`src/include/vpd_pkg.sv`:
```
package vpd_pkg;

    // ------------------------------------------------------------
    // page codes
    // ------------------------------------------------------------
    localparam logic [7:0] PAGE_LIST = 8'h00;
    localparam logic [7:0] PAGE_INFO_MIN = 8'h01;
    localparam logic [7:0] PAGE_INFO_MAX = 8'h7f;
    localparam logic [7:0] PAGE_SERIAL = 8'h80;
    localparam logic [7:0] PAGE_OPDEF = 8'h81;
    localparam logic [7:0] PAGE_ASCII_OPDEF = 8'h82;
    localparam logic [7:0] PAGE_RSVD_MIN = 8'h83;
    localparam logic [7:0] PAGE_VENDOR_MIN = 8'hc0;

    // ------------------------------------------------------------
    // page layout
    // ------------------------------------------------------------
    localparam logic [7:0] IDX_QUAL = 8'h00;
    localparam logic [7:0] IDX_CODE = 8'h01;
    localparam logic [7:0] IDX_RSVD = 8'h02;
    localparam logic [7:0] IDX_PLEN = 8'h03;
    localparam logic [7:0] HDR_LEN = 8'h04;
    localparam logic [7:0] TEXT_START = 8'h05;
    localparam logic [7:0] OPDEF_TOTAL = 8'h07;
    localparam logic [7:0] LIST_BASE_CNT = 8'h04;
    localparam int SERIAL_LEN = 8;
    localparam logic [7:0] SERIAL_TOTAL = 8'h0c;

    // ------------------------------------------------------------
    // text store
    // ------------------------------------------------------------
    localparam int TEXT_DEPTH = 31;
    localparam int TEXT_AW = 5;
    localparam int TEXT_LW = 6;
    localparam logic [7:0] CHAR_NUL = 8'h00;
    localparam logic [7:0] CHAR_SPACE = 8'h20;
    localparam logic [7:0] CHAR_TILDE = 8'h7e;
    localparam logic SEL_DESC = 1'b0;
    localparam logic SEL_INFO = 1'b1;

    // ------------------------------------------------------------
    // states and page kinds
    // ------------------------------------------------------------
    typedef enum logic [0:0] {
        ST_IDLE = 1'b0,
        ST_SEND = 1'b1
    } resp_state_t;

    typedef enum logic [2:0] {
        KIND_LIST = 3'b000,
        KIND_INFO = 3'b001,
        KIND_SERIAL = 3'b010,
        KIND_OPDEF = 3'b011,
        KIND_AOPDEF = 3'b100
    } page_kind_t;

endpackage : vpd_pkg

```
`src/hw/vpd_page_responder.sv`:
```
`timescale 1ns/100ps

// Summary of operation
// - decode page code into page kinds
// - four byte header, length is total minus four
// - page length ignores allocation truncation
// - description length at byte four, text follows
// - description length ignores allocation truncation
// - zero description length means no text
// - text lines printable, each nul terminated
// - info page echoes requested page code
// - unit codes above 127 get no page
// - info length at byte four, text follows
// - info length full; zero means no text
// - info lines printable, each nul terminated
// - pages sent only for vpd inquiry requests
// - supported list ascending from code zero
// - missing serial number reads as spaces

module vpd_page_responder
    import vpd_pkg::*;
(
    // clock and reset
    input wire logic clk,
    input wire logic rst,
    input wire logic ce,
    // inquiry request
    input wire logic req_valid,
    output logic req_ready,
    input wire logic req_evpd,
    input wire logic [7:0] req_page_code,
    input wire logic [7:0] req_alloc_len,
    // request outcome
    output logic resp_done,
    output logic resp_reject,
    output logic busy,
    // byte stream toward the initiator
    output logic data_valid,
    input wire logic data_ready,
    output logic [7:0] data_byte,
    output logic data_last,
    // device identity and state
    input wire logic [2:0] periph_qual,
    input wire logic [4:0] periph_type,
    input wire logic [7:0] fru_code,
    input wire logic serial_valid,
    input wire logic [SERIAL_LEN*8-1:0] serial_num,
    input wire logic [6:0] opdef_current,
    input wire logic [6:0] opdef_default,
    input wire logic opdef_savimp,
    // text loading
    input wire logic load_clear,
    input wire logic load_valid,
    input wire logic load_sel,
    input wire logic [7:0] load_byte,
    output logic load_full
);

    // ------------------------------------------------------------
    // state
    // ------------------------------------------------------------
    typedef struct packed {
        resp_state_t st;
        page_kind_t kind;
        logic [7:0] code;
        logic [7:0] text_len;
        logic [7:0] limit;
        logic [7:0] idx;
        logic [7:0] dbyte;
        logic dvalid;
        logic dlast;
        logic done;
        logic reject;
    } resp_t;

    resp_t s_reg;
    resp_t s_next;
    logic [TEXT_LW-1:0] desc_len;
    logic [TEXT_LW-1:0] info_len;
    logic [7:0] text_byte;
    logic [7:0] rd_off;
    logic has_info;
    logic [7:0] list_cnt;
    logic [7:0] total;
    logic [7:0] acc_text_len;
    page_kind_t acc_kind;
    logic acc_ok;
    logic [7:0] cur_byte;

    // ------------------------------------------------------------
    // text storage
    // ------------------------------------------------------------
    assign rd_off = s_reg.idx - TEXT_START;

    vpd_text_store u_text (
        .clk(clk),
        .rst(rst),
        .ce(ce),
        .load_clear(load_clear),
        .load_valid(load_valid),
        .load_sel(load_sel),
        .load_byte(load_byte),
        .load_full(load_full),
        .rd_sel(s_reg.kind == KIND_INFO ? SEL_INFO : SEL_DESC),
        .rd_idx(rd_off[TEXT_AW-1:0]),
        .rd_byte(text_byte),
        .desc_len(desc_len),
        .info_len(info_len)
    );

    // ------------------------------------------------------------
    // request decode
    // ------------------------------------------------------------
    // only the configured unit code owns text; codes above 7fh never do
    assign has_info = fru_code >= PAGE_INFO_MIN && fru_code <= PAGE_INFO_MAX;
    assign list_cnt = LIST_BASE_CNT + {7'b0, has_info};

    // classify the page; reserved and vendor codes are refused
    always_comb
    begin
        acc_ok = req_evpd;
        acc_text_len = 8'h00;
        acc_kind = KIND_LIST;
        if (req_page_code == PAGE_LIST)
        begin
            acc_kind = KIND_LIST;
        end
        else if (req_page_code <= PAGE_INFO_MAX)
        begin
            acc_kind = KIND_INFO;
            if (req_page_code == fru_code)
                acc_text_len = {2'b0, info_len};
        end
        else if (req_page_code == PAGE_SERIAL)
        begin
            acc_kind = KIND_SERIAL;
        end
        else if (req_page_code == PAGE_OPDEF)
        begin
            acc_kind = KIND_OPDEF;
        end
        else if (req_page_code == PAGE_ASCII_OPDEF)
        begin
            acc_kind = KIND_AOPDEF;
            acc_text_len = {2'b0, desc_len};
        end
        else
        begin
            acc_ok = 1'b0;
        end
    end

    // full page size in bytes, header included
    always_comb
    begin
        case (acc_kind)
            KIND_LIST: total = HDR_LEN + list_cnt;
            KIND_SERIAL: total = SERIAL_TOTAL;
            KIND_OPDEF: total = OPDEF_TOTAL;
            default: total = TEXT_START + acc_text_len;
        endcase
    end

    // ------------------------------------------------------------
    // page byte generator
    // ------------------------------------------------------------
    // byte at the current index, built from live device state
    always_comb
    begin
        logic [7:0] p;
        logic [7:0] q;
        p = s_reg.idx - HDR_LEN;
        q = 8'h00;
        cur_byte = 8'h00;
        if (s_reg.idx == IDX_QUAL)
        begin
            cur_byte = {periph_qual, periph_type};
        end
        else if (s_reg.idx == IDX_CODE)
        begin
            cur_byte = s_reg.code;
        end
        else if (s_reg.idx == IDX_RSVD)
        begin
            cur_byte = 8'h00;
        end
        else if (s_reg.idx == IDX_PLEN)
        begin
            // length counts the whole page, never the truncated transfer
            case (s_reg.kind)
                KIND_LIST: cur_byte = list_cnt;
                KIND_SERIAL: cur_byte = SERIAL_TOTAL - HDR_LEN;
                KIND_OPDEF: cur_byte = OPDEF_TOTAL - HDR_LEN;
                default: cur_byte = s_reg.text_len + 8'h01;
            endcase
        end
        else
        begin
            case (s_reg.kind)
                KIND_LIST:
                begin
                    // without an info page the list skips slot one
                    if (has_info || p == 8'h00)
                        q = p;
                    else
                        q = p + 8'h01;
                    case (q)
                        8'h00: cur_byte = PAGE_LIST;
                        8'h01: cur_byte = fru_code;
                        8'h02: cur_byte = PAGE_SERIAL;
                        8'h03: cur_byte = PAGE_OPDEF;
                        default: cur_byte = PAGE_ASCII_OPDEF;
                    endcase
                end
                KIND_SERIAL:
                begin
                    // first character first, so the last sent is the lsb one
                    if (serial_valid)
                        cur_byte = serial_num[(SERIAL_LEN - 1 - p[2:0]) * 8 +: 8];
                    else
                        cur_byte = CHAR_SPACE;
                end
                KIND_OPDEF:
                begin
                    case (p)
                        8'h00: cur_byte = {1'b0, opdef_current};
                        8'h01: cur_byte = {opdef_savimp, opdef_default};
                        default: cur_byte = {opdef_savimp, opdef_current};
                    endcase
                end
                default:
                begin
                    if (p == 8'h00)
                        cur_byte = s_reg.text_len;
                    else
                        cur_byte = text_byte;
                end
            endcase
        end
    end

    // ------------------------------------------------------------
    // sequencer
    // ------------------------------------------------------------
    // one byte per accepted beat; the output register is refilled on hand-off
    always_comb
    begin
        s_next = s_reg;
        s_next.done = 1'b0;
        s_next.reject = 1'b0;
        case (s_reg.st)
            ST_IDLE:
            begin
                if (req_valid && !acc_ok)
                begin
                    s_next.reject = 1'b1;
                end
                else if (req_valid)
                begin
                    s_next.kind = acc_kind;
                    s_next.code = req_page_code;
                    s_next.text_len = acc_text_len;
                    s_next.idx = 8'h00;
                    if (req_alloc_len < total)
                        s_next.limit = req_alloc_len;
                    else
                        s_next.limit = total;
                    if (req_alloc_len == 8'h00)
                        s_next.done = 1'b1;
                    else
                        s_next.st = ST_SEND;
                end
            end
            ST_SEND:
            begin
                if (!s_reg.dvalid || data_ready)
                begin
                    if (s_reg.idx < s_reg.limit)
                    begin
                        s_next.dbyte = cur_byte;
                        s_next.dvalid = 1'b1;
                        s_next.dlast = s_reg.idx == s_reg.limit - 8'h01;
                        s_next.idx = s_reg.idx + 8'h01;
                    end
                    else
                    begin
                        s_next.dvalid = 1'b0;
                        s_next.dlast = 1'b0;
                        s_next.done = 1'b1;
                        s_next.st = ST_IDLE;
                    end
                end
            end
            default:
            begin
                s_next.st = ST_IDLE;
            end
        endcase
    end

    always_ff @(posedge clk)
    begin
        if (rst)
            s_reg <= '0;
        else if (ce)
            s_reg <= s_next;
    end

    // ------------------------------------------------------------
    // outputs
    // ------------------------------------------------------------
    assign req_ready = s_reg.st == ST_IDLE;
    assign busy = s_reg.st == ST_SEND;
    assign resp_done = s_reg.done;
    assign resp_reject = s_reg.reject;
    assign data_valid = s_reg.dvalid;
    assign data_byte = s_reg.dbyte;
    assign data_last = s_reg.dlast;

endmodule : vpd_page_responder

```
`src/hw/vpd_text_store.sv`:
```
`timescale 1ns/100ps

module vpd_text_store
    import vpd_pkg::*;
(
    // clock and reset
    input wire logic clk,
    input wire logic rst,
    input wire logic ce,
    // loading side
    input wire logic load_clear,
    input wire logic load_valid,
    input wire logic load_sel,
    input wire logic [7:0] load_byte,
    output logic load_full,
    // reading side
    input wire logic rd_sel,
    input wire logic [TEXT_AW-1:0] rd_idx,
    output logic [7:0] rd_byte,
    output logic [TEXT_LW-1:0] desc_len,
    output logic [TEXT_LW-1:0] info_len
);

    // ------------------------------------------------------------
    // state
    // ------------------------------------------------------------
    typedef struct packed {
        logic [1:0][TEXT_DEPTH-1:0][7:0] mem;
        logic [1:0][TEXT_AW-1:0] cnt;
    } text_t;

    text_t s_reg;
    text_t s_next;
    logic [7:0] clean_byte;
    logic [1:0] open_tail;

    // non-graphic bytes other than nul become spaces so every line stays printable
    always_comb
    begin
        if (load_byte == CHAR_NUL || (load_byte >= CHAR_SPACE && load_byte <= CHAR_TILDE))
            clean_byte = load_byte;
        else
            clean_byte = CHAR_SPACE;
    end

    // append writes; a full buffer drops further bytes
    always_comb
    begin
        s_next = s_reg;
        if (load_clear)
        begin
            s_next.cnt = '0;
        end
        else if (load_valid && s_reg.cnt[load_sel] != TEXT_AW'(TEXT_DEPTH))
        begin
            s_next.mem[load_sel][s_reg.cnt[load_sel]] = clean_byte;
            s_next.cnt[load_sel] = s_reg.cnt[load_sel] + 1'b1;
        end
    end

    always_ff @(posedge clk)
    begin
        if (rst)
            s_reg <= '0;
        else if (ce)
            s_reg <= s_next;
    end

    // ------------------------------------------------------------
    // read side
    // ------------------------------------------------------------
    // an unterminated last line gets a virtual nul, so lengths include it
    genvar g;
    generate
        for (g = 0; g < 2; g++)
        begin : g_tail
            assign open_tail[g] = (s_reg.cnt[g] != '0) &&
                (s_reg.mem[g][s_reg.cnt[g] - 1'b1] != CHAR_NUL);
        end
    endgenerate

    assign desc_len = {1'b0, s_reg.cnt[SEL_DESC]} + {5'b0, open_tail[SEL_DESC]};
    assign info_len = {1'b0, s_reg.cnt[SEL_INFO]} + {5'b0, open_tail[SEL_INFO]};
    assign load_full = s_reg.cnt[load_sel] == TEXT_AW'(TEXT_DEPTH);

    always_comb
    begin
        if (rd_idx < s_reg.cnt[rd_sel])
            rd_byte = s_reg.mem[rd_sel][rd_idx];
        else
            rd_byte = CHAR_NUL;
    end

endmodule : vpd_text_store

```
`config.mk`:
```
export PLATFORM = sky130hd
export DESIGN_NAME = vpd_page_responder
export DESIGN_NICKNAME = d
export VERILOG_FILES = /design/src/include/vpd_pkg.sv /design/src/hw/vpd_page_responder.sv /design/src/hw/vpd_text_store.sv
export SDC_FILE = /design/constraint.sdc
export NUM_CORES = 2
export LEC_CHECK = 0
export BUFFER_PORTS_ARGS = -buffer_cell sky130_fd_sc_hd__buf_2
export CAP_MARGIN = 20
export CORE_UTILIZATION = 50
export DETAILED_ROUTE_END_ITERATION = 10
export MAX_ROUTING_LAYER = met4
export PLACE_DENSITY = 0.67
export SLEW_MARGIN = 20
export SYNTH_ARGS = -nofsm -noshare
export SYNTH_HDL_FRONTEND = slang
export SYNTH_HIERARCHICAL = 1
export SYNTH_SLANG_ARGS = --single-unit
```
`constraint.sdc`:
```
create_clock -name clk -period 15.5 [get_ports clk]
set_input_delay 0.775 -clock clk [delete_from_list [all_inputs] [get_ports clk]]
set_output_delay 0.775 -clock clk [all_outputs]
set_load 0.02 [all_outputs]
```
==> impl_metrics.tcl <==
set metrics [dict create \
    status "completed" \
    synth_area_per_cell_um2 8.46 \
    cts_tree "yes" \
    critPathArrivalTime_ns 8.35 \
    grt_pass1_wl_mm 149 \
    nFillCells 5361 \
    postSynthCellCount 3494 \
    first_iter_violations 2911 \
    synthFlopType "dfxtp_1" \
    syn_to_final_growth_pct 9.21 \
    async_flop_share_pct 0 \
    drc 0 \
    core.rowCount 88 \
    clk_latency_ns 0.64 \
    use_met1_pct 42.3 \
    clock-sinks 552 \
    yosysTopAreaCell "dfxtp_1" \
    antenna_found_initial 2 \
    place_congestion 1.00 \
    hp-class "in -> reg" \
    start_util_pct 50.9 \
    synth-seq-cells 552 \
    cts_hold_buf 0 \
    cts_made_buffers 59 \
    finalInstanceArea_um2 32300 \
    min_period_ns 7.83 \
    peakVddDrop_mv 0.102 \
    grtUsageMet3_pct 6.61 \
    cts_root_buffer "clkbuf_16" \
    cts_max_level 2 \
    cts_setup_buffers 0 \
    r2r_slack_ns 7.67 \
    max-slew-margin-rel_pct 24.0 \
    fin_crit_sh_pct 50.5 \
    pre_cts_ws_ns 7.89 \
    leakage_nw 11.9 \
    wl_mm 98.6 \
    use_met2_pct 50.2 \
    grt.overflow.total 0 \
    die_w_um 245 \
    crit_end "s_reg[21]" \
    power.net_switching_w 0.000725 \
    rr_worst_depth 22 \
    p_int_w 0.00239 \
    cts_buffer_depth 3 \
    routedWlPerCell_um 23.1 \
    ioPinCount 144 \
    clkTransAtPathRegs_ns 0.06 \
    clock_skew_ns 0.0271 \
    tns_ns 0 \
    yosysTopAreaCellShare_pct 37.4 \
    die_area_um2 60100 \
    maxClockFrequency_ghz 0.128 \
    finalSetupViolCount 0 \
    crit_required_ns 16.02 \
    p_sw_share_pct 23.3 \
    hold_viol_final 0 \
    dp_hpwl_mm 66.4 \
    reg2reg_to "s_reg[21]" \
    vias 26948 \
    largest_register_ffs 506 \
    power.density_nw_per_um2 96.4 \
    worstMarginPinSlew_ns 1.14 \
    place_area_um2 30200 \
    fin_nets 3623 \
    rsz0062_at_grt "false" \
    io_buffers 143 \
    top_usage_layer "met2" \
    synth_edf_count 0 \
    whs_ns 0.424 \
    drt-pass1-iter-count 8 \
    drive_gt1_share_pct 12.7 \
    p_comb_share_pct 5.3 \
    grt_max_degree 138 \
    synth.distinct_cells 98 \
    fp.dieH_um 245 \
    worstPathMaxFanout 26 \
    vias_per_cell 6.32 \
    final_common_cell "nor2_1" \
    startpoint "u_text/s_reg[1]" \
    fin_ws_ns 7.67 \
    maxCapViolCount 0 \
    syn_area_um2 29600 \
    crit_type "reg -> reg" \
    ys_warn_count 6 \
    grt_pass1_vias 24250 \
    p_clk_share_pct 48.9 \
    ant_nets 0 \
    core_area_um2 58000 \
    synth_area_leaders "dfxtp_1 37%, nor2_1 11%, mux2i_1 7.2%" \
    cts_resized 0 \
    syn-num-nets 3665 \
    drv_slew 0 \
    ys_seq_area_share_pct 37.4 \
    p_seq_share_pct 45.7 \
    end_kind "flop" \
    crit_path_start_kind "flop" \
    r2r_start "u_text/s_reg[1]" \
    track_usage_pct 32.8 \
    final_cell_mix "831 x nor2_1, 552 x dfxtp_1, 415 x a21oi_1" \
]
==> critical path: stages (launching register included) <==
cell and delay [ns]:
dfxtp_1 0.51, inv_1 0.08, ha_1 1.05, clkinv_1 0.90, or3_1 0.58, o41ai_1 0.40
a311oi_1 0.17, a41oi_1 0.19, nand4_1 0.22, ha_1 0.28, ha_1 0.21, xor2_1 0.18
nand3_1 0.10, a21oi_1 0.41, a21oi_1 0.17, or3_1 0.39, a21oi_1 0.17, ha_1 0.25
and4b_1 0.21, o211ai_1 0.09, o2111ai_1 0.44, or4b_1 0.62, o311ai_0 0.09
==> cells by family after synthesis <==
group                      share of synthesized area [%]
DFF                                                 37.4
AOI/OAI and AO/OA                                   15.9
buffers and inverters                               5.37
muxes                                               14.9
adders and majority gates                           1.78
xor gates and xnor gates                            1.48
and+or+nand+nor                                     23.2
==> area by class of cell <==
class / instances / area (µm²) / share of cell area (%)
multi-input combinational: 2616 / 17000 / 52.6
sequential: 552 / 11100 / 34.2
clock buffer: 88 / 1770 / 5.48
timing repair buffer: 184 / 1050 / 3.24
tap: 765 / 957 / 2.97
clock inverter: 19 / 319 / 0.989
inverter: 39 / 151 / 0.469
antenna: 3 / 7.51 / 0.0233
==> power groups by stage <==
stage | Clock [W] | Combinational [W] | Sequential (W)
2_1_floorplan | 0 | 0.000100 | 0.00145
3_3_place_gp | 0 | 0.000160 | 0.00145
3_5_place_dp | 0 | 0.000161 | 0.00145
4_1_cts | 0.00154 | 0.000162 | 0.00142
5_1_grt | 0.00160 | 0.000174 | 0.00142
6_report | 0.00152 | 0.000165 | 0.00142
==> worst min path at each step <==
stage	slack (ns)	depth (start not counted)	to	start
5_1_grt	0.42	3	s_reg[40]	req_page_code[4]
3_5_place_dp	0.44	2	data_byte[3]	data_byte[3]
6_report	0.42	3	s_reg[38]	req_page_code[2]
3_3_place_gp	0.44	2	data_byte[3]	data_byte[3]
2_1_floorplan	0.42	2	data_byte[0]	data_byte[0]
4_1_cts	0.38	3	s_reg[38]	req_page_code[2]
==> through the flow <==
step | util [%] | std cells | total power, W
2_1_floorplan | - | 3494 | 0.00155
3_3_place_gp | 52.0 | 4156 | 0.00162
3_5_place_dp | 52.0 | 4156 | 0.00162
4_1_cts | 55.6 | 4263 | 0.00312
5_1_grt | 55.6 | 4265 | 0.00319
6_report | 55.6 | 4266 | 0.00311
==> per-layer routing <==
layer  up-vias  part of all wire [%]
met5         -                     0
met1     12910                    42
li1      12468                     -
met4         0                   4.1
met3       240                   9.5
met2      1330                    45
==> Yosys cell counts (16+ instances only) <==
master,count
a211oi_1,34
a21oi_1,415
a221oi_1,51
a22oi_1,38
and2_1,18
and3b_1,52
buf_2,51
buf_4,24
clkbuf_1,188
dfxtp_1,552
ha_1,42
inv_1,33
mux2i_1,214
mux4_2,95
nand2_1,180
nand3_1,70
nor2_1,832
nor3_1,48
nor3b_1,16
nor4_1,80
o21ai_0,68
or4_1,20
xnor2_1,26
xor2_1,24
Power figures use the tool's default switching activity.
